--- src/hw/tws_defs.vh ---
// Constants shared by the two-wire register slave files.
// Assumes inclusion by bare name from files under hw/.
`ifndef TWS_DEFS_VH
`define TWS_DEFS_VH

// Slave address byte (write form) chosen by the address select pin
`define TWS_ADDR_PIN_LOW 8'h90
`define TWS_ADDR_PIN_HIGH 8'hba

// Address byte layout
`define TWS_ADDR_MSB 7
`define TWS_ADDR_LSB 1
`define TWS_DIR_BIT 0
`define TWS_DIR_READ 1'b1

// Bits per byte on the wire, before the acknowledge slot
`define TWS_BYTE_BITS 4'h8

// Register byte pointer after reset
`define TWS_PTR_RESET 16'h0000
`define TWS_PTR_STEP 16'h0001

// Write byte phases after the address byte
`define TWS_PHASE_ADDR_HI 2'h0
`define TWS_PHASE_ADDR_LO 2'h1
`define TWS_PHASE_DATA 2'h2

// Idle level of the bus lines, loaded into the edge detector's previous samples under reset
`define TWS_LINE_IDLE 1'b1

`endif

--- src/hw/tws_sync.v ---
// Three-flop synchroniser for inputs from outside the clock domain.
// Assumes the inputs may change at any time; output follows once
// the second and third stage agree.
`timescale 1ns/1ps

module tws_sync #(
    parameter WIDTH = 1,
    parameter [WIDTH-1:0] INIT = {WIDTH{1'b1}}
) (
    input wire clock,
    input wire rst,
    input wire [WIDTH-1:0] async_in,
    output reg [WIDTH-1:0] clean
);

reg [WIDTH-1:0] stage1;
reg [WIDTH-1:0] stage2;
reg [WIDTH-1:0] stage3;
integer i;

always @(posedge clock) begin
    if (rst) begin
        stage1 <= INIT;
        stage2 <= INIT;
        stage3 <= INIT;
        clean <= INIT;
    end else begin
        stage1 <= async_in;
        stage2 <= stage1;
        stage3 <= stage2;
        // Two agreeing samples filter a single-cycle glitch
        for (i = 0; i < WIDTH; i = i + 1) begin
            if (stage2[i] == stage3[i]) begin
                clean[i] <= stage3[i];
            end
        end
    end
end

endmodule // tws_sync

--- src/hw/tws_edge.v ---
// Bus condition detector: start, stop and serial clock edges.
// Assumes both lines arrive already synchronised to clock.
`timescale 1ns/1ps
`include "tws_defs.vh"

module tws_edge (
    input wire clock,
    input wire rst,
    input wire scl,
    input wire sda,
    output wire start_seen,
    output wire stop_seen,
    output wire scl_rise,
    output wire scl_fall
);

reg scl_prev;
reg sda_prev;

always @(posedge clock) begin
    if (rst) begin
        scl_prev <= `TWS_LINE_IDLE;
        sda_prev <= `TWS_LINE_IDLE;
    end else begin
        scl_prev <= scl;
        sda_prev <= sda;
    end
end

// Data falling with the clock high both before and after
assign start_seen = scl & scl_prev & sda_prev & ~sda;
// Data rising with the clock high
assign stop_seen = scl & scl_prev & ~sda_prev & sda;
assign scl_rise = scl & ~scl_prev;
assign scl_fall = ~scl & scl_prev;

endmodule // tws_edge

--- src/hw/tws_slave.v ---
// Two-wire serial slave giving a bus master access to the registers.
// Assumes the master drives the serial clock (no stretching here) and
// that the register file answers reg_rdata in the cycle of reg_rd.
// Limitation: the data line answers about five clocks after the serial
// clock pin falls, so the master's low phase must last six clocks.
//
// Notes on behaviour
// - Address 0x90 with pin low, 0xBA high.
// - Override input replaces pin-selected slave address.
// - Start: data falls while clock high.
// - Start without stop is a repeated start.
// - Bytes are eight bits, MSB first, plus ack.
// - Data changes only while clock is low.
// - Bits 7..1 address, bit 0 direction.
// - Transmitter releases, receiver pulls ack low.
// - Undriven ack slot is a no-acknowledge.
// - Stop: data rises while clock high.
// - Acknowledge address byte only on match.
// - Two register address bytes follow write address.
// - Any number of data bytes, each acknowledged.
// - Read without address uses retained pointer.
// - Single random read returns one byte.
// - Keep sending while master acknowledges.
// - Keep accepting write bytes until stop.
`timescale 1ns/1ps
`include "tws_defs.vh"

module tws_slave (
    input wire clock,
    input wire rst,
    input wire serial_clock_line_in,
    input wire serial_data_line_in,
    output reg serial_data_line_out,
    output reg serial_data_line_oe,
    input wire address_select_pin,
    input wire addr_override_en,
    input wire [7:0] addr_override,
    output reg [15:0] reg_addr,
    output reg [7:0] reg_wdata,
    output reg reg_wr,
    output reg reg_rd,
    input wire [7:0] reg_rdata,
    output reg bus_busy,
    output reg selected,
    output reg read_mode
);

localparam [6:0] S_IDLE = 7'h01;
localparam [6:0] S_ADDR = 7'h02;
localparam [6:0] S_ACK = 7'h04;
localparam [6:0] S_RX = 7'h08;
localparam [6:0] S_TX = 7'h10;
localparam [6:0] S_TXACK = 7'h20;
localparam [6:0] S_IGNORE = 7'h40;

reg [6:0] state;
reg [3:0] bit_cnt;
reg [7:0] rx_shift;
reg [7:0] tx_shift;
reg [1:0] wr_phase;
reg master_ack;
reg [7:0] own_addr;

wire scl;
wire sda;
wire pin_sel;
wire start_seen;
wire stop_seen;
wire scl_rise;
wire scl_fall;

// Pin straps and override feed the address compare
function [7:0] pick_address;
    input pin;
    input ovr_en;
    input [7:0] ovr;
    begin
        if (ovr_en) begin
            pick_address = ovr;
        end else if (pin) begin
            pick_address = `TWS_ADDR_PIN_HIGH;
        end else begin
            pick_address = `TWS_ADDR_PIN_LOW;
        end
    end
endfunction

// Open-drain: a one on the wire is released, a zero is pulled low
function drive_low;
    input bit_value;
    begin
        drive_low = ~bit_value;
    end
endfunction

// Sampled bit enters at the bottom, first bit ends up as the MSB
function [7:0] shift_in;
    input [7:0] cur;
    input bit_in;
    begin
        shift_in = {cur[6:0], bit_in};
    end
endfunction

// MSB leaves first; the zero fill never reaches the wire
function [7:0] shift_out;
    input [7:0] cur;
    begin
        shift_out = {cur[6:0], 1'b0};
    end
endfunction

function [3:0] count_up;
    input [3:0] count;
    begin
        count_up = count + 4'h1;
    end
endfunction

// A byte closes on the fall that ends its eighth bit period
function byte_over;
    input fall;
    input [3:0] count;
    begin
        byte_over = fall && (count == `TWS_BYTE_BITS);
    end
endfunction

// Bit 0 is the direction and takes no part in the compare
function addr_match;
    input [7:0] rx;
    input [7:0] own;
    begin
        addr_match = (rx[`TWS_ADDR_MSB:`TWS_ADDR_LSB] == own[`TWS_ADDR_MSB:`TWS_ADDR_LSB]);
    end
endfunction

function dir_is_read;
    input [7:0] rx;
    begin
        dir_is_read = (rx[`TWS_DIR_BIT] == `TWS_DIR_READ);
    end
endfunction

tws_sync #(
    .WIDTH(3),
    .INIT(3'h3)
) u_sync (
    .clock(clock),
    .rst(rst),
    .async_in({address_select_pin, serial_clock_line_in, serial_data_line_in}),
    .clean({pin_sel, scl, sda})
);

tws_edge u_edge (
    .clock(clock),
    .rst(rst),
    .scl(scl),
    .sda(sda),
    .start_seen(start_seen),
    .stop_seen(stop_seen),
    .scl_rise(scl_rise),
    .scl_fall(scl_fall)
);

// Address follows the pin continuously; a change mid-frame only
// matters at the next address byte
always @(posedge clock) begin
    if (rst) begin
        own_addr <= `TWS_ADDR_PIN_LOW;
    end else begin
        own_addr <= pick_address(pin_sel, addr_override_en, addr_override);
    end
end

always @(posedge clock) begin
    if (rst) begin
        state <= S_IDLE;
        bit_cnt <= 4'h0;
        rx_shift <= 8'h00;
        tx_shift <= 8'h00;
        wr_phase <= `TWS_PHASE_ADDR_HI;
        master_ack <= 1'b0;
        serial_data_line_out <= 1'b0;
        serial_data_line_oe <= 1'b0;
        reg_addr <= `TWS_PTR_RESET;
        reg_wdata <= 8'h00;
        reg_wr <= 1'b0;
        reg_rd <= 1'b0;
        bus_busy <= 1'b0;
        selected <= 1'b0;
        read_mode <= 1'b0;
    end else begin
        // The pin is only ever pulled low; release lets it float high
        serial_data_line_out <= 1'b0;
        reg_wr <= 1'b0;
        reg_rd <= 1'b0;

        // Pointer moves after each data byte moved either way
        if (reg_wr || reg_rd) begin
            reg_addr <= reg_addr + `TWS_PTR_STEP;
        end
        // Read data is captured before the fall that drives its first bit
        if (reg_rd) begin
            tx_shift <= reg_rdata;
        end

        if (start_seen) begin
            // Start or restart ends whatever was going on
            state <= S_ADDR;
            bit_cnt <= 4'h0;
            wr_phase <= `TWS_PHASE_ADDR_HI;
            serial_data_line_oe <= 1'b0;
            bus_busy <= 1'b1;
            selected <= 1'b0;
        end else if (stop_seen) begin
            state <= S_IDLE;
            serial_data_line_oe <= 1'b0;
            bus_busy <= 1'b0;
            selected <= 1'b0;
        end else begin
            case (state)
                S_ADDR: begin
                    if (scl_rise) begin
                        // Sampled on the rise, data held stable while high
                        rx_shift <= shift_in(rx_shift, sda);
                        bit_cnt <= count_up(bit_cnt);
                    end else if (byte_over(scl_fall, bit_cnt)) begin
                        bit_cnt <= 4'h0;
                        if (addr_match(rx_shift, own_addr)) begin
                            serial_data_line_oe <= 1'b1;
                            state <= S_ACK;
                            selected <= 1'b1;
                            read_mode <= dir_is_read(rx_shift);
                            // Fetch first byte at the retained pointer
                            reg_rd <= dir_is_read(rx_shift);
                        end else begin
                            state <= S_IGNORE;
                        end
                    end
                end

                S_ACK: begin
                    // Ack held through the whole clock period
                    if (scl_fall) begin
                        if (read_mode) begin
                            state <= S_TX;
                            serial_data_line_oe <= drive_low(tx_shift[7]);
                            tx_shift <= shift_out(tx_shift);
                            bit_cnt <= 4'h1;
                        end else begin
                            state <= S_RX;
                            serial_data_line_oe <= 1'b0;
                            bit_cnt <= 4'h0;
                        end
                    end
                end

                S_RX: begin
                    if (scl_rise) begin
                        rx_shift <= shift_in(rx_shift, sda);
                        bit_cnt <= count_up(bit_cnt);
                    end else if (byte_over(scl_fall, bit_cnt)) begin
                        // Every received byte is acknowledged
                        serial_data_line_oe <= 1'b1;
                        state <= S_ACK;
                        bit_cnt <= 4'h0;
                        case (wr_phase)
                            `TWS_PHASE_ADDR_HI: begin
                                reg_addr[15:8] <= rx_shift;
                                wr_phase <= `TWS_PHASE_ADDR_LO;
                            end
                            `TWS_PHASE_ADDR_LO: begin
                                reg_addr[7:0] <= rx_shift;
                                wr_phase <= `TWS_PHASE_DATA;
                            end
                            default: begin
                                // Any number of data bytes, one register byte each
                                reg_wdata <= rx_shift;
                                reg_wr <= 1'b1;
                                wr_phase <= `TWS_PHASE_DATA;
                            end
                        endcase
                    end
                end

                S_TX: begin
                    if (scl_fall) begin
                        if (byte_over(scl_fall, bit_cnt)) begin
                            // Transmitter lets go for the master's answer
                            serial_data_line_oe <= 1'b0;
                            state <= S_TXACK;
                            bit_cnt <= 4'h0;
                        end else begin
                            serial_data_line_oe <= drive_low(tx_shift[7]);
                            tx_shift <= shift_out(tx_shift);
                            bit_cnt <= count_up(bit_cnt);
                        end
                    end
                end

                S_TXACK: begin
                    if (scl_rise) begin
                        master_ack <= ~sda;
                        // Prefetch only when another byte is wanted, so the
                        // pointer ends just past the last byte read
                        reg_rd <= ~sda;
                    end else if (scl_fall) begin
                        if (master_ack) begin
                            state <= S_TX;
                            serial_data_line_oe <= drive_low(tx_shift[7]);
                            tx_shift <= shift_out(tx_shift);
                            bit_cnt <= 4'h1;
                        end else begin
                            // No-acknowledge ends the read; wait for stop or restart
                            state <= S_IGNORE;
                            serial_data_line_oe <= 1'b0;
                        end
                    end
                end

                S_IGNORE: begin
                    serial_data_line_oe <= 1'b0;
                end

                S_IDLE: begin
                    serial_data_line_oe <= 1'b0;
                end

                default: begin
                    state <= S_IDLE;
                    serial_data_line_oe <= 1'b0;
                end
            endcase
        end
    end
end

endmodule // tws_slave

--- config.mk ---
export PLATFORM = sky130hd
export DESIGN_NAME = tws_slave
export DESIGN_NICKNAME = d
export VERILOG_FILES = /design/src/hw/tws_sync.v /design/src/hw/tws_edge.v /design/src/hw/tws_slave.v
export VERILOG_INCLUDE_DIRS = /design/src /design/src/hw
export SDC_FILE = /design/constraint.sdc
export NUM_CORES = 1
export LEC_CHECK = 0
export ABC_AREA = 0
export BUFFER_PORTS_ARGS = -buffer_cell sky130_fd_sc_hd__buf_4
export CAP_MARGIN = 20
export CORE_UTILIZATION = 35
export DETAILED_ROUTE_END_ITERATION = 12
export GPL_TIMING_DRIVEN = 1
export SKIP_CTS_REPAIR_TIMING = 1
export SLEW_MARGIN = 40
export SYNTH_ARGS = -nofsm -noshare
export SYNTH_HDL_FRONTEND = slang
export SYNTH_SLANG_ARGS = --single-unit
--- constraint.sdc ---
create_clock -name clock -period 4.62 [get_ports clock]
set_input_delay 0.693 -clock clock [delete_from_list [all_inputs] [get_ports clock]]
set_output_delay 0.693 -clock clock [all_outputs]
set_load 0.02 [all_outputs]
# After elaboration in Yosys (flattened, before gate mapping)
# Index checks and enable logic that the tools add are counted.
dict set report word_totals {
  ff_bits 82
  inputBits 22
  out_inout_bits 31
  word_cells 169
}
dict set report op_classes {
  addsub 2
  n_eq_ne 35
  n_mux 68
  n_bitwise 19
  reduce_logical 21
}
# operator count
set ops {}
lappend ops {{8-bit two-way mux} 13}
lappend ops {{16-bit two-way mux} 6}
lappend ops {{7-bit two-way mux} 11}
lappend ops {{7-bit one-hot mux with 6 select lines} 1}
lappend ops {{4-bit != test (second input constant)} 9}
lappend ops {{4-bit two-way mux} 8}
lappend ops {{8-bit one-hot mux with 3 select lines} 1}
lappend ops {{2-bit != test (second input constant)} 11}
lappend ops {{1-bit two-way mux} 20}
lappend ops {{10-bit AND reduction} 2}
lappend ops {{16-bit by 1-bit adder with 16-bit output (second input constant)} 1}
lappend ops {{4-bit one-hot mux with 4 select lines} 1}
lappend ops {{4-bit AND reduction} 4}
lappend ops {{1-bit inverter} 12}
lappend ops {{6-bit AND reduction} 2}
lappend ops {{9-bit AND reduction} 1}
lappend ops {{8-bit AND reduction} 1}
lappend ops {{2-bit OR reduction} 4}
lappend ops {{1-bit bitwise AND} 7}
lappend ops {{7-bit by 1-bit equality test with 1-bit output (second input constant)} 1}
lappend ops {{7-bit by 2-bit equality test with 1-bit output (second input constant)} 1}
lappend ops {{7-bit by 3-bit equality test with 1-bit output (second input constant)} 1}
lappend ops {{7-bit by 4-bit equality test with 1-bit output (second input constant)} 1}
lappend ops {{7-bit by 5-bit equality test with 1-bit output (second input constant)} 1}
lappend ops {{other kinds (20)} 25}

# Longest topological paths before layout
# Gate-level depths: netlist of the first run.
dict set report depth {
  ltp_word 8
  ltp_mapped 10
  ltp_nobuf 8
}

# Cells and area by module
# Synthesis of the first run repeated with hierarchy kept, for this count alone.
dict set report unflattened {
  hier_cells 433
  hier_area_um2 3871.2
}
# mod instances cells_each area_per_inst_um2 seq_area_each_um2
set modules_own_cells {}
lappend modules_own_cells {tws_slave 1 394 3429.5 1341.3}
lappend modules_own_cells {tws_sync 1 31 356.6 240.2}
lappend modules_own_cells {tws_edge 1 8 85.1 40.0}

# Least setup slack after synthesis of the first run
# No wires, ideal clock.
dict set report synth_path {
  kind {reg-to-reg}
  from {register state[4]}
  to {register bit_cnt[3]}
  setup_ns 0.134
  arrival_ns 2.067
  required_time_ns 4.486
  setup_slack_ns 2.419
  path_stages_with_launch 8
  n_path_buf 1
  synth_period_minus_slack_ns 2.201
  cell_sequence {dfxtp_1 -> or4_1 -> or3_1 -> buf_6 -> o21bai_4 -> a211oi_4 -> a21bo_2 -> a21oi_1}
}
dict set report synth_between {
  elab_chain_len 4
  elab_cells_between_ends 15
  cone_classes {eq/ne (11); mux (1); reduce/logical (3)}
}
# element line_no
set synth_lines {}
lappend synth_lines {{start: declaration} tws_slave.v:56} ;# reg [6:0] state;
lappend synth_lines {{start signal: assignment} tws_slave.v:178} ;# state <= S_IDLE;
lappend synth_lines {{start signal: assignment} tws_slave.v:210} ;# state <= S_ADDR;
lappend synth_lines {{start signal: assignment} tws_slave.v:217} ;# state <= S_IDLE;
lappend synth_lines {{7-bit by 4-bit equality test with 1-bit output or 7-bit by 2-bit equality test with 1-bit output (tied branches)} tws_slave.v:222} ;# case (state)
lappend synth_lines {{2-bit OR reduction (no line)} n/a}
lappend synth_lines {{3-bit by 1-bit != test with 1-bit output (no line) or 4-bit nonzero test (tied branches)} n/a}
lappend synth_lines {{8-bit AND reduction (no line)} n/a}
lappend synth_lines {{end signal: assignment} tws_slave.v:227} ;# bit_cnt <= count_up(bit_cnt);
lappend synth_lines {{end signal: assignment} tws_slave.v:262} ;# bit_cnt <= count_up(bit_cnt);
lappend synth_lines {{end signal: assignment} tws_slave.v:297} ;# bit_cnt <= count_up(bit_cnt);
lappend synth_lines {{end: declaration} tws_slave.v:57} ;# reg [3:0] bit_cnt;
# Parallel ways exist; a longest one is shown, timed or not.
# A chain may end at the register's enable or synchronous reset.

# Worst setup path after layout of the first run
dict set report layout_path {
  from {register state[4]}
  to {register reg_addr[1]}
}
dict set report layout_between {
  elab_chain_len 4
}
# element line_no
set layout_lines {}
lappend layout_lines {{7-bit by 4-bit equality test with 1-bit output} tws_slave.v:222}
lappend layout_lines {{16-bit two-way mux} tws_slave.v:222}
lappend layout_lines {{16-bit two-way mux} tws_slave.v:216} ;# end else if (stop_seen) begin
lappend layout_lines {{16-bit two-way mux} tws_slave.v:208} ;# if (start_seen) begin
lappend layout_lines {{end signal: assignment} tws_slave.v:186} ;# reg_addr <= `TWS_PTR_RESET;
lappend layout_lines {{end signal: assignment} tws_slave.v:201} ;# reg_addr <= reg_addr + `TWS_PTR_STEP;
lappend layout_lines {{end signal: assignment} tws_slave.v:274} ;# reg_addr[7:0] <= rx_shift;
lappend layout_lines {{end: declaration} tws_slave.v:38} ;# output reg [15:0] reg_addr,
# Every way passes these cells.

==> results of run 1 <==
-- area by class of cell --
cell class	instances	area share [%]
clock buffer	12	3.38
clock inverter	4	1.22
inverter	7	0.612
multi-input combinational	303	44.4
sequential	81	37.7
tap	133	3.87
timing repair buffer	50	8.74
-- Yosys cell counts, types with 3 or more instances --
| cell | n |
|---|---|
| nor4_1 | 3 |
| or4_1 | 5 |
| xnor2_1 | 18 |
| nand2_1 | 27 |
| and2_1 | 3 |
| nand4b_1 | 3 |
| dfxtp_1 | 81 |
| o2111ai_1 | 3 |
| nand4_1 | 4 |
| o2bb2ai_1 | 7 |
| xor2_1 | 10 |
| nor3_1 | 11 |
| o21bai_1 | 5 |
| inv_1 | 7 |
| clkbuf_1 | 15 |
| nand2b_1 | 11 |
| nor2_1 | 51 |
| o21ai_0 | 14 |
| mux2i_1 | 20 |
| or2_2 | 9 |
| nor2b_1 | 7 |
| and3_1 | 4 |
| ha_1 | 3 |
| a21oi_1 | 26 |
| nand3_1 | 19 |
| a211oi_1 | 14 |
-- registers in the layout (all words and copies together), names as in the netlist, 2 cells and up --
register / count
rx_shift: 8
wr_phase: 2
own_addr: 7
u_sync.stage2: 3
u_sync.stage1: 3
u_sync.stage3: 3
state: 7
tx_shift: 8
bit_cnt: 4
reg_addr: 16
reg_wdata: 8
u_sync.clean: 3
-- worst max-delay path, cell delays in order (launching register included) --
cell and delay [ns]:
dfxtp_1 0.45, or4_1 0.59, nor2_1 0.24, and3_1 0.45, nand3b_1 0.52, nor2_1 0.27
a311oi_1 0.07
-- final timing paths --
path	from	endpoint	slack, ns
worst max-delay path	state[4]	reg_addr[1]	1.87
worst max register to register	state[4]	reg_addr[1]	1.87
worst min register to register	u_sync.stage1[0]	u_sync.stage2[0]	0.41
worst min-delay path	u_sync.stage1[0]	u_sync.stage2[0]	0.41
-- metrics by stage --
step	power [mW]	std cells	hold slack [ns]	utilization, %
after floorplan	0.742	412	0.389	-
after global placement	0.759	574	0.392	41.2
after detailed placement	0.760	574	0.397	41.2
after CTS	1.28	590	0.421	43.2
after global routing	1.31	590	0.425	43.2
final	1.26	590	0.413	43.2
-- layer usage --
| metal | wire, µm | GRT usage, % | part of all wire, % | vias to the layer above |
|---|---|---|---|---|
| met4 | 163 | 6.12 | 2.0 | 0 |
| met1 | 4030 | 21.9 | 50 | 1408 |
| met5 | 0 | 0 | 0 | - |
| li1 | - | - | - | 1530 |
| met3 | 310 | 3.45 | 3.9 | 13 |
| met2 | 3490 | 22.4 | 44 | 68 |
-- layout by cell type, fill, tap and decap left out, drive strengths merged, types with 4 or more instances in the layout --
cell type,n
buf,50
o21bai,6
dfxtp,81
xor2,10
nor2b,7
and3,4
o2bb2ai,7
nand2,27
or4,5
nor2,52
xnor2,18
nand3,19
o21ai,14
mux2i,20
nand2b,11
a21oi,26
nand4,4
clkbuf,12
nor3,12
or2,9
a211oi,15
inv,7
-- logic make-up (layout without fill, tap and decap cells) --
group                    after synthesis  in the layout
buffers and inverters                 28             73
XOR/XNOR                              28             28
adder cells (fa/ha/maj)                3              3
AND/OR/NAND/NOR                      165            165
other                                  1              1
AO/OA/AOI/OAI                         86             86
multiplexers                          20             20
flip-flops                            81             81
-- power breakdown --
group | internal (mW) | switching, mW | total, mW
Clock | 0.265 | 0.252 | 0.517
Combinational | 0.0182 | 0.0184 | 0.0366
Sequential | 0.703 | 0.00254 | 0.706
Total | 0.986 | 0.273 | 1.26
==> impl_metrics.env, run 1 <==
export IMPL_syn_area_um2=3650
export IMPL_drive_above_1_share_pct=17.5
export IMPL_nets=477
export IMPL_drt_iter0_markers=94
export IMPL_grt_max_degree=62
export IMPL_placed_cell_area_um2=4100
export IMPL_synth_simple_area_share_pct=22.7
export IMPL_grt_pass1_wl_um=13500
export IMPL_slew_violations=0
export IMPL_cts_tree="built"
export IMPL_yosysSeqAreaShare_pct=44.4
export IMPL_synth_edf_count=0
export IMPL_start_kind="flip-flop"
export IMPL_clk_latency_ns=0.34
export IMPL_vias=3019
export IMPL_routed_wl_um=8000
export IMPL_drc=0
export IMPL_ys_ff_latch=81
export IMPL_setup_ws_ns=1.87
export IMPL_syn_avg_cell_area_um2=8.86
export IMPL_criticalPathCategory="flip-flop to flip-flop"
export IMPL_hold_viol_final=0
export IMPL_slew_headroom_pct=49.5
export IMPL_fin_setup_tns_ns=0
export IMPL_min_path_type="flip-flop to flip-flop"
export IMPL_cp_arrival_ns=2.95
export IMPL_die_h_um=104
export IMPL_core_area_um2=9950
export IMPL_dieWidth_um=104
export IMPL_rsz0062_at_grt="no"
export IMPL_setup_violations=0
export IMPL_fillers=985
export IMPL_cp_data_required_time_ns=4.82
export IMPL_root_buffer="clkbuf_8"
export IMPL_antenna_left=0
export IMPL_gp_congestion=0.844
export IMPL_ir_worst_vdd_uv=155
export IMPL_grt_overflow_total=0
export IMPL_syn_to_final_growth_pct=17.7
export IMPL_critPathCaptureType="flip-flop"
export IMPL_design_area_um2=4300
export IMPL_synth_cell_types=54
export IMPL_synth_area_top_cells="dfxtp_1 (44%), mux2i_1 (5.5%), nor2_1 (5.2%), xnor2_1 (4.3%), a21oi_1 (3.6%)"
export IMPL_pre_cts_ws_ns=1.89
export IMPL_skew_ns=0.00494
export IMPL_cts_clk_slew_worst_paths_ns=0.08
export IMPL_syn_inst=412
export IMPL_start_util_pct=36.7
export IMPL_portBuffers=50
export IMPL_synth_compound_area_share_pct=16.3
export IMPL_routedWlPerCell_um=13.6
export IMPL_dp_hpwl_um=5630
export IMPL_synthXorXnorAreaFrac_pct=6.72
export IMPL_numCtsBuffers=9
export IMPL_cellLeakagePower_nw=1.57
export IMPL_tightest_slew_ns=0.756
export IMPL_htree_levels=3
export IMPL_fin_crit_sh_pct=59.5
export IMPL_yosys_area_top_type_share_pct=44.4
export IMPL_antenna_found_initial=0
export IMPL_rr_worst_depth=6
export IMPL_drt_vias_per_instance=5.12
export IMPL_final_seq_area_um2=1620
export IMPL_fp_row_count=36
export IMPL_synth_area_mux_share_pct=5.49
export IMPL_fmax_ghz=0.364
export IMPL_maxCapViolations=0
export IMPL_dieArea_um2=10800
export IMPL_synthFlopType="dfxtp_1"
export IMPL_n_antenna_cell=0
export IMPL_synth_fa_ha_area_share_pct=1.03
export IMPL_power_density_nw_per_um2=293
export IMPL_synthArstFlopShare_pct=0
export IMPL_grt_total_usage_pct=15.4
export IMPL_hold_depth=1
export IMPL_grt_pass1_vias=2757
export IMPL_io_pins=53
export IMPL_status="finished clean"
export IMPL_finalCriticalPeriod_ns=2.75
export IMPL_critPathMaxFanout=15
export IMPL_synth_top_cell_by_area="dfxtp_1"
export IMPL_multi_input_area_um2=1910
export IMPL_first_pass_iters=4
export IMPL_ys_warn_count=0
export IMPL_synth_top_family_by_area="simple AND/OR/NAND/NOR gates"
export IMPL_numClockSinks=81
export IMPL_clk_path_buf_depth=2
export IMPL_synth_nets=437
Power figures use the tool's default switching activity.
==> run 2: changes to the inputs <==
Clock period 4.62 ns to 2.8 ns, I/O delays scaled along.
==> impl_metrics.env, run 2 (synthesized netlist as in run 1, its figures left out) <==
export IMPL_criticalPathCategory="flip-flop to flip-flop"
export IMPL_critPathMaxFanout=9
export IMPL_start_util_pct=36.7
export IMPL_nets=486
export IMPL_fin_setup_tns_ns=0
export IMPL_grt_pass1_wl_um=14000
export IMPL_io_pins=53
export IMPL_dieWidth_um=104
export IMPL_grt_overflow_total=0
export IMPL_tightest_slew_ns=0.642
export IMPL_finalPower_mw=2.08
export IMPL_power_density_nw_per_um2=477
export IMPL_antenna_left=0
export IMPL_maxCapViolations=0
export IMPL_grt_max_degree=62
export IMPL_cellLeakagePower_nw=1.62
export IMPL_fmax_ghz=0.403
export IMPL_critPathCaptureType="flip-flop"
export IMPL_ir_worst_vdd_uv=280
export IMPL_holdWs_ns=0.242
export IMPL_startpoint="state[6]"
export IMPL_portBuffers=50
export IMPL_fin_crit_sh_pct=88.5
export IMPL_cp_arrival_ns=2.69
export IMPL_drt_iter0_markers=101
export IMPL_numCtsBuffers=9
export IMPL_routedWlPerCell_um=13.8
export IMPL_cts_tree="built"
export IMPL_fillers=976
export IMPL_min_from="addr_override[7]"
export IMPL_cts_clk_slew_worst_paths_ns=0.09
export IMPL_n_antenna_cell=0
export IMPL_design_area_um2=4360
export IMPL_regMostFlops="reg_addr"
export IMPL_die_h_um=104
export IMPL_fp_row_count=36
export IMPL_slew_headroom_pct=56.8
export IMPL_finalCriticalPeriod_ns=2.48
export IMPL_htree_levels=3
export IMPL_grt_pass1_vias=2828
export IMPL_placed_cell_area_um2=4170
export IMPL_hold_viol_final=0
export IMPL_final_cell_mix="dfxtp_1 (81), buf_4 (59), nor2_1 (51)"
export IMPL_drc=0
export IMPL_slew_violations=0
export IMPL_skew_ns=0.0112
export IMPL_syn_to_final_growth_pct=19.5
export IMPL_clk_path_buf_depth=2
export IMPL_gp_congestion=0.851
export IMPL_clk_latency_ns=0.35
export IMPL_vias=3051
export IMPL_drt_vias_per_instance=5.09
export IMPL_rr_startpoint="state[6]"
export IMPL_drive_above_1_share_pct=19.3
export IMPL_core_area_um2=9950
export IMPL_start_kind="flip-flop"
export IMPL_dp_hpwl_um=5780
export IMPL_dieArea_um2=10800
export IMPL_layout_cells_most_common="dfxtp_1"
export IMPL_setup_violations=0
export IMPL_routed_wl_um=8290
export IMPL_root_buffer="clkbuf_8"
export IMPL_first_pass_iters=4
export IMPL_grt_total_usage_pct=15.9
export IMPL_status="finished clean"
export IMPL_rsz0062_at_grt="no"
export IMPL_cp_data_required_time_ns=3.01
export IMPL_largest_register_ffs=16
export IMPL_min_path_type="input port to flip-flop"
export IMPL_numClockSinks=81
export IMPL_final_util_pct=43.8
export IMPL_antenna_found_initial=0
==> run 2: changes by cell type in the layout (fill, tap and decap cells not counted), sizes merged <==
cell	before	now
buf	50	59
clkbuf	12	10
clkinv	0	2
clkinvlp	3	2
inv	7	8
==> run 2: metal layers <==
| layer | GRT usage, % | part of all wire (%) | up-vias |
|---|---|---|---|
| li1 | - | - | 1549 |
| met1 | 23.2 | 50 | 1426 |
| met2 | 22.8 | 44 | 68 |
| met3 | 3.82 | 4.8 | 8 |
| met4 | 5.20 | 1.5 | 0 |
| met5 | 0 | 0 | - |
==> run 2: through the flow <==
stage	setup WS (ns)	instances
after floorplan	0.599	412
after global placement	0.359	583
after detailed placement	0.309	583
after CTS	0.293	599
after global routing	0.135	599
final	0.321	599
==> run 2: report_power, final <==
part | switching, mW | internal [mW] | total (mW)
clock network | 0.439 | 0.416 | 0.855
registers | 0.00400 | 1.16 | 1.16
logic | 0.0311 | 0.0302 | 0.0613
==> run 2: worst paths after layout <==
check / to / slack [ns] / cells after the start
setup / recovery: bit_cnt[3] / 0.32 / 6
hold / removal: own_addr[7] / 0.24 / 2
setup reg to reg: bit_cnt[3] / 0.32 / 6
hold reg to reg: u_sync.stage2[1] / 0.41 / 1
==> run 2: critical path: stages (launching register included) <==
cell      delay (ns)
dfxtp_1         0.37
or4_1           0.52
or3_1           0.53
o21bai_4        0.25
a211oi_4        0.42
a21bo_2         0.19
a21oi_1         0.05
==> run 2: layout make-up <==
class                      instances  area (µm²)  area share [%]
multi-input combinational        303        1910            43.8
sequential                        81        1620            37.2
timing repair buffer              59         443            10.2
tap                              133         166            3.82
clock buffer                      10         128            2.93
clock inverter                     6        67.6            1.55
inverter                           7        26.3           0.602
==> run 3: changes to the inputs <==
Settings changed: CORE_ASPECT_RATIO set to 0.8, RECOVER_POWER set to 50.
==> impl_metrics.env, run 3 (synthesized netlist as in run 1, its figures left out) <==
export IMPL_hold_viol_final=0
export IMPL_drive_above_1_share_pct=13.0
export IMPL_start_kind="flip-flop"
export IMPL_largest_register_ffs=16
export IMPL_final_cell_mix="dfxtp_1 (81), nor2_1 (51), clkbuf_1 (32)"
export IMPL_routed_wl_um=8460
export IMPL_critPathMaxFanout=9
export IMPL_criticalPathCategory="flip-flop to flip-flop"
export IMPL_slew_headroom_pct=21.9
export IMPL_fin_crit_sh_pct=88.7
export IMPL_fin_setup_tns_ns=0
export IMPL_critPathCaptureType="flip-flop"
export IMPL_clk_latency_ns=0.34
export IMPL_ir_worst_vdd_uv=327
export IMPL_vias=3047
export IMPL_tightest_slew_ns=1.17
export IMPL_fmax_ghz=0.403
export IMPL_start_util_pct=36.9
export IMPL_core_area_um2=9890
export IMPL_grt_pass1_wl_um=14100
export IMPL_skew_ns=0.00851
export IMPL_min_path_type="input port to flip-flop"
export IMPL_rsz0062_at_grt="no"
export IMPL_multi_input_area_um2=1910
export IMPL_dp_cells=588
export IMPL_gp_congestion=0.871
export IMPL_drt_iter0_markers=142
export IMPL_layout_cells_most_common="dfxtp_1"
export IMPL_antenna_left=0
export IMPL_dieWidth_um=116
export IMPL_power_density_nw_per_um2=559
export IMPL_routedWlPerCell_um=14.0
export IMPL_grt_max_degree=62
export IMPL_first_pass_iters=4
export IMPL_fillers=1017
export IMPL_die_h_um=93.3
export IMPL_maxCapViolations=0
export IMPL_grt_overflow_total=0
export IMPL_nets=488
export IMPL_dp_hpwl_um=5950
export IMPL_drc=0
export IMPL_portBuffers=50
export IMPL_antenna_found_initial=0
export IMPL_root_buffer="clkbuf_16"
export IMPL_grt_pass1_vias=2862
export IMPL_n_antenna_cell=0
export IMPL_final_seq_area_um2=1620
export IMPL_cp_data_required_time_ns=2.99
export IMPL_cp_arrival_ns=2.68
export IMPL_status="finished clean"
export IMPL_cellLeakagePower_nw=1.55
export IMPL_cts_clk_slew_worst_paths_ns=0.06
export IMPL_fin_cells=604
export IMPL_clk_path_buf_depth=2
export IMPL_htree_levels=3
export IMPL_fp_row_count=32
export IMPL_regMostFlops="reg_addr"
export IMPL_dieArea_um2=10800
export IMPL_io_pins=53
export IMPL_cts_tree="built"
export IMPL_grt_total_usage_pct=16.7
export IMPL_finalCriticalPeriod_ns=2.48
export IMPL_slew_violations=0
export IMPL_drt_vias_per_instance=5.04
export IMPL_syn_to_final_growth_pct=19.9
export IMPL_numCtsBuffers=9
export IMPL_numClockSinks=81
export IMPL_setup_violations=0
==> run 3: power breakdown <==
group / switching [mW] / internal [mW]
registers: 0.00392 / 1.16
clock network: 0.494 / 0.728
logic: 0.0309 / 0.0298
==> run 3: layout make-up <==
type,count,area share [%]
clock buffer,10,5.46
clock inverter,6,1.69
inverter,7,0.601
multi-input combinational,303,43.6
sequential,81,37.1
tap,136,3.89
timing repair buffer,61,7.66
==> run 3: critical path: stages, from the launching register on <==
cell and delay, ns:
dfxtp_1 0.36, or4_1 0.51, or3_1 0.54, o21bai_4 0.26, a211oi_4 0.43, a21bo_2 0.20
a21oi_1 0.05
==> run 3: final timing paths <==
kind / start / endpoint / slack, ns / depth (start not counted)
setup / recovery: state[6] / bit_cnt[3] / 0.32 / 6
hold / removal: serial_clock_line_in / u_sync.stage1[1] / 0.27 / 2
setup reg to reg: state[6] / bit_cnt[3] / 0.32 / 6
hold reg to reg: u_sync.stage1[1] / u_sync.stage2[1] / 0.41 / 1
==> run 3: per-stage QoR <==
stage	setup slack [ns]	power (mW)	instance area [µm²]	util (%)	hold WS [ns]
3_5_place_dp	0.343	1.25	4190	42.3	0.396
3_3_place_gp	0.367	1.25	4190	42.3	0.393
4_1_cts	0.334	2.49	4500	45.5	0.255
5_1_grt	0.129	2.53	4380	44.2	0.259
6_report	0.317	2.45	4380	44.2	0.266
2_1_floorplan	0.599	1.22	3650	-	0.389
==> run 3: per-layer routing <==
layer	global-route usage [%]	share of wire, %
met1	23.3	50
met2	25.0	44
met3	3.95	4.6
met4	5.88	0.92
met5	0	0
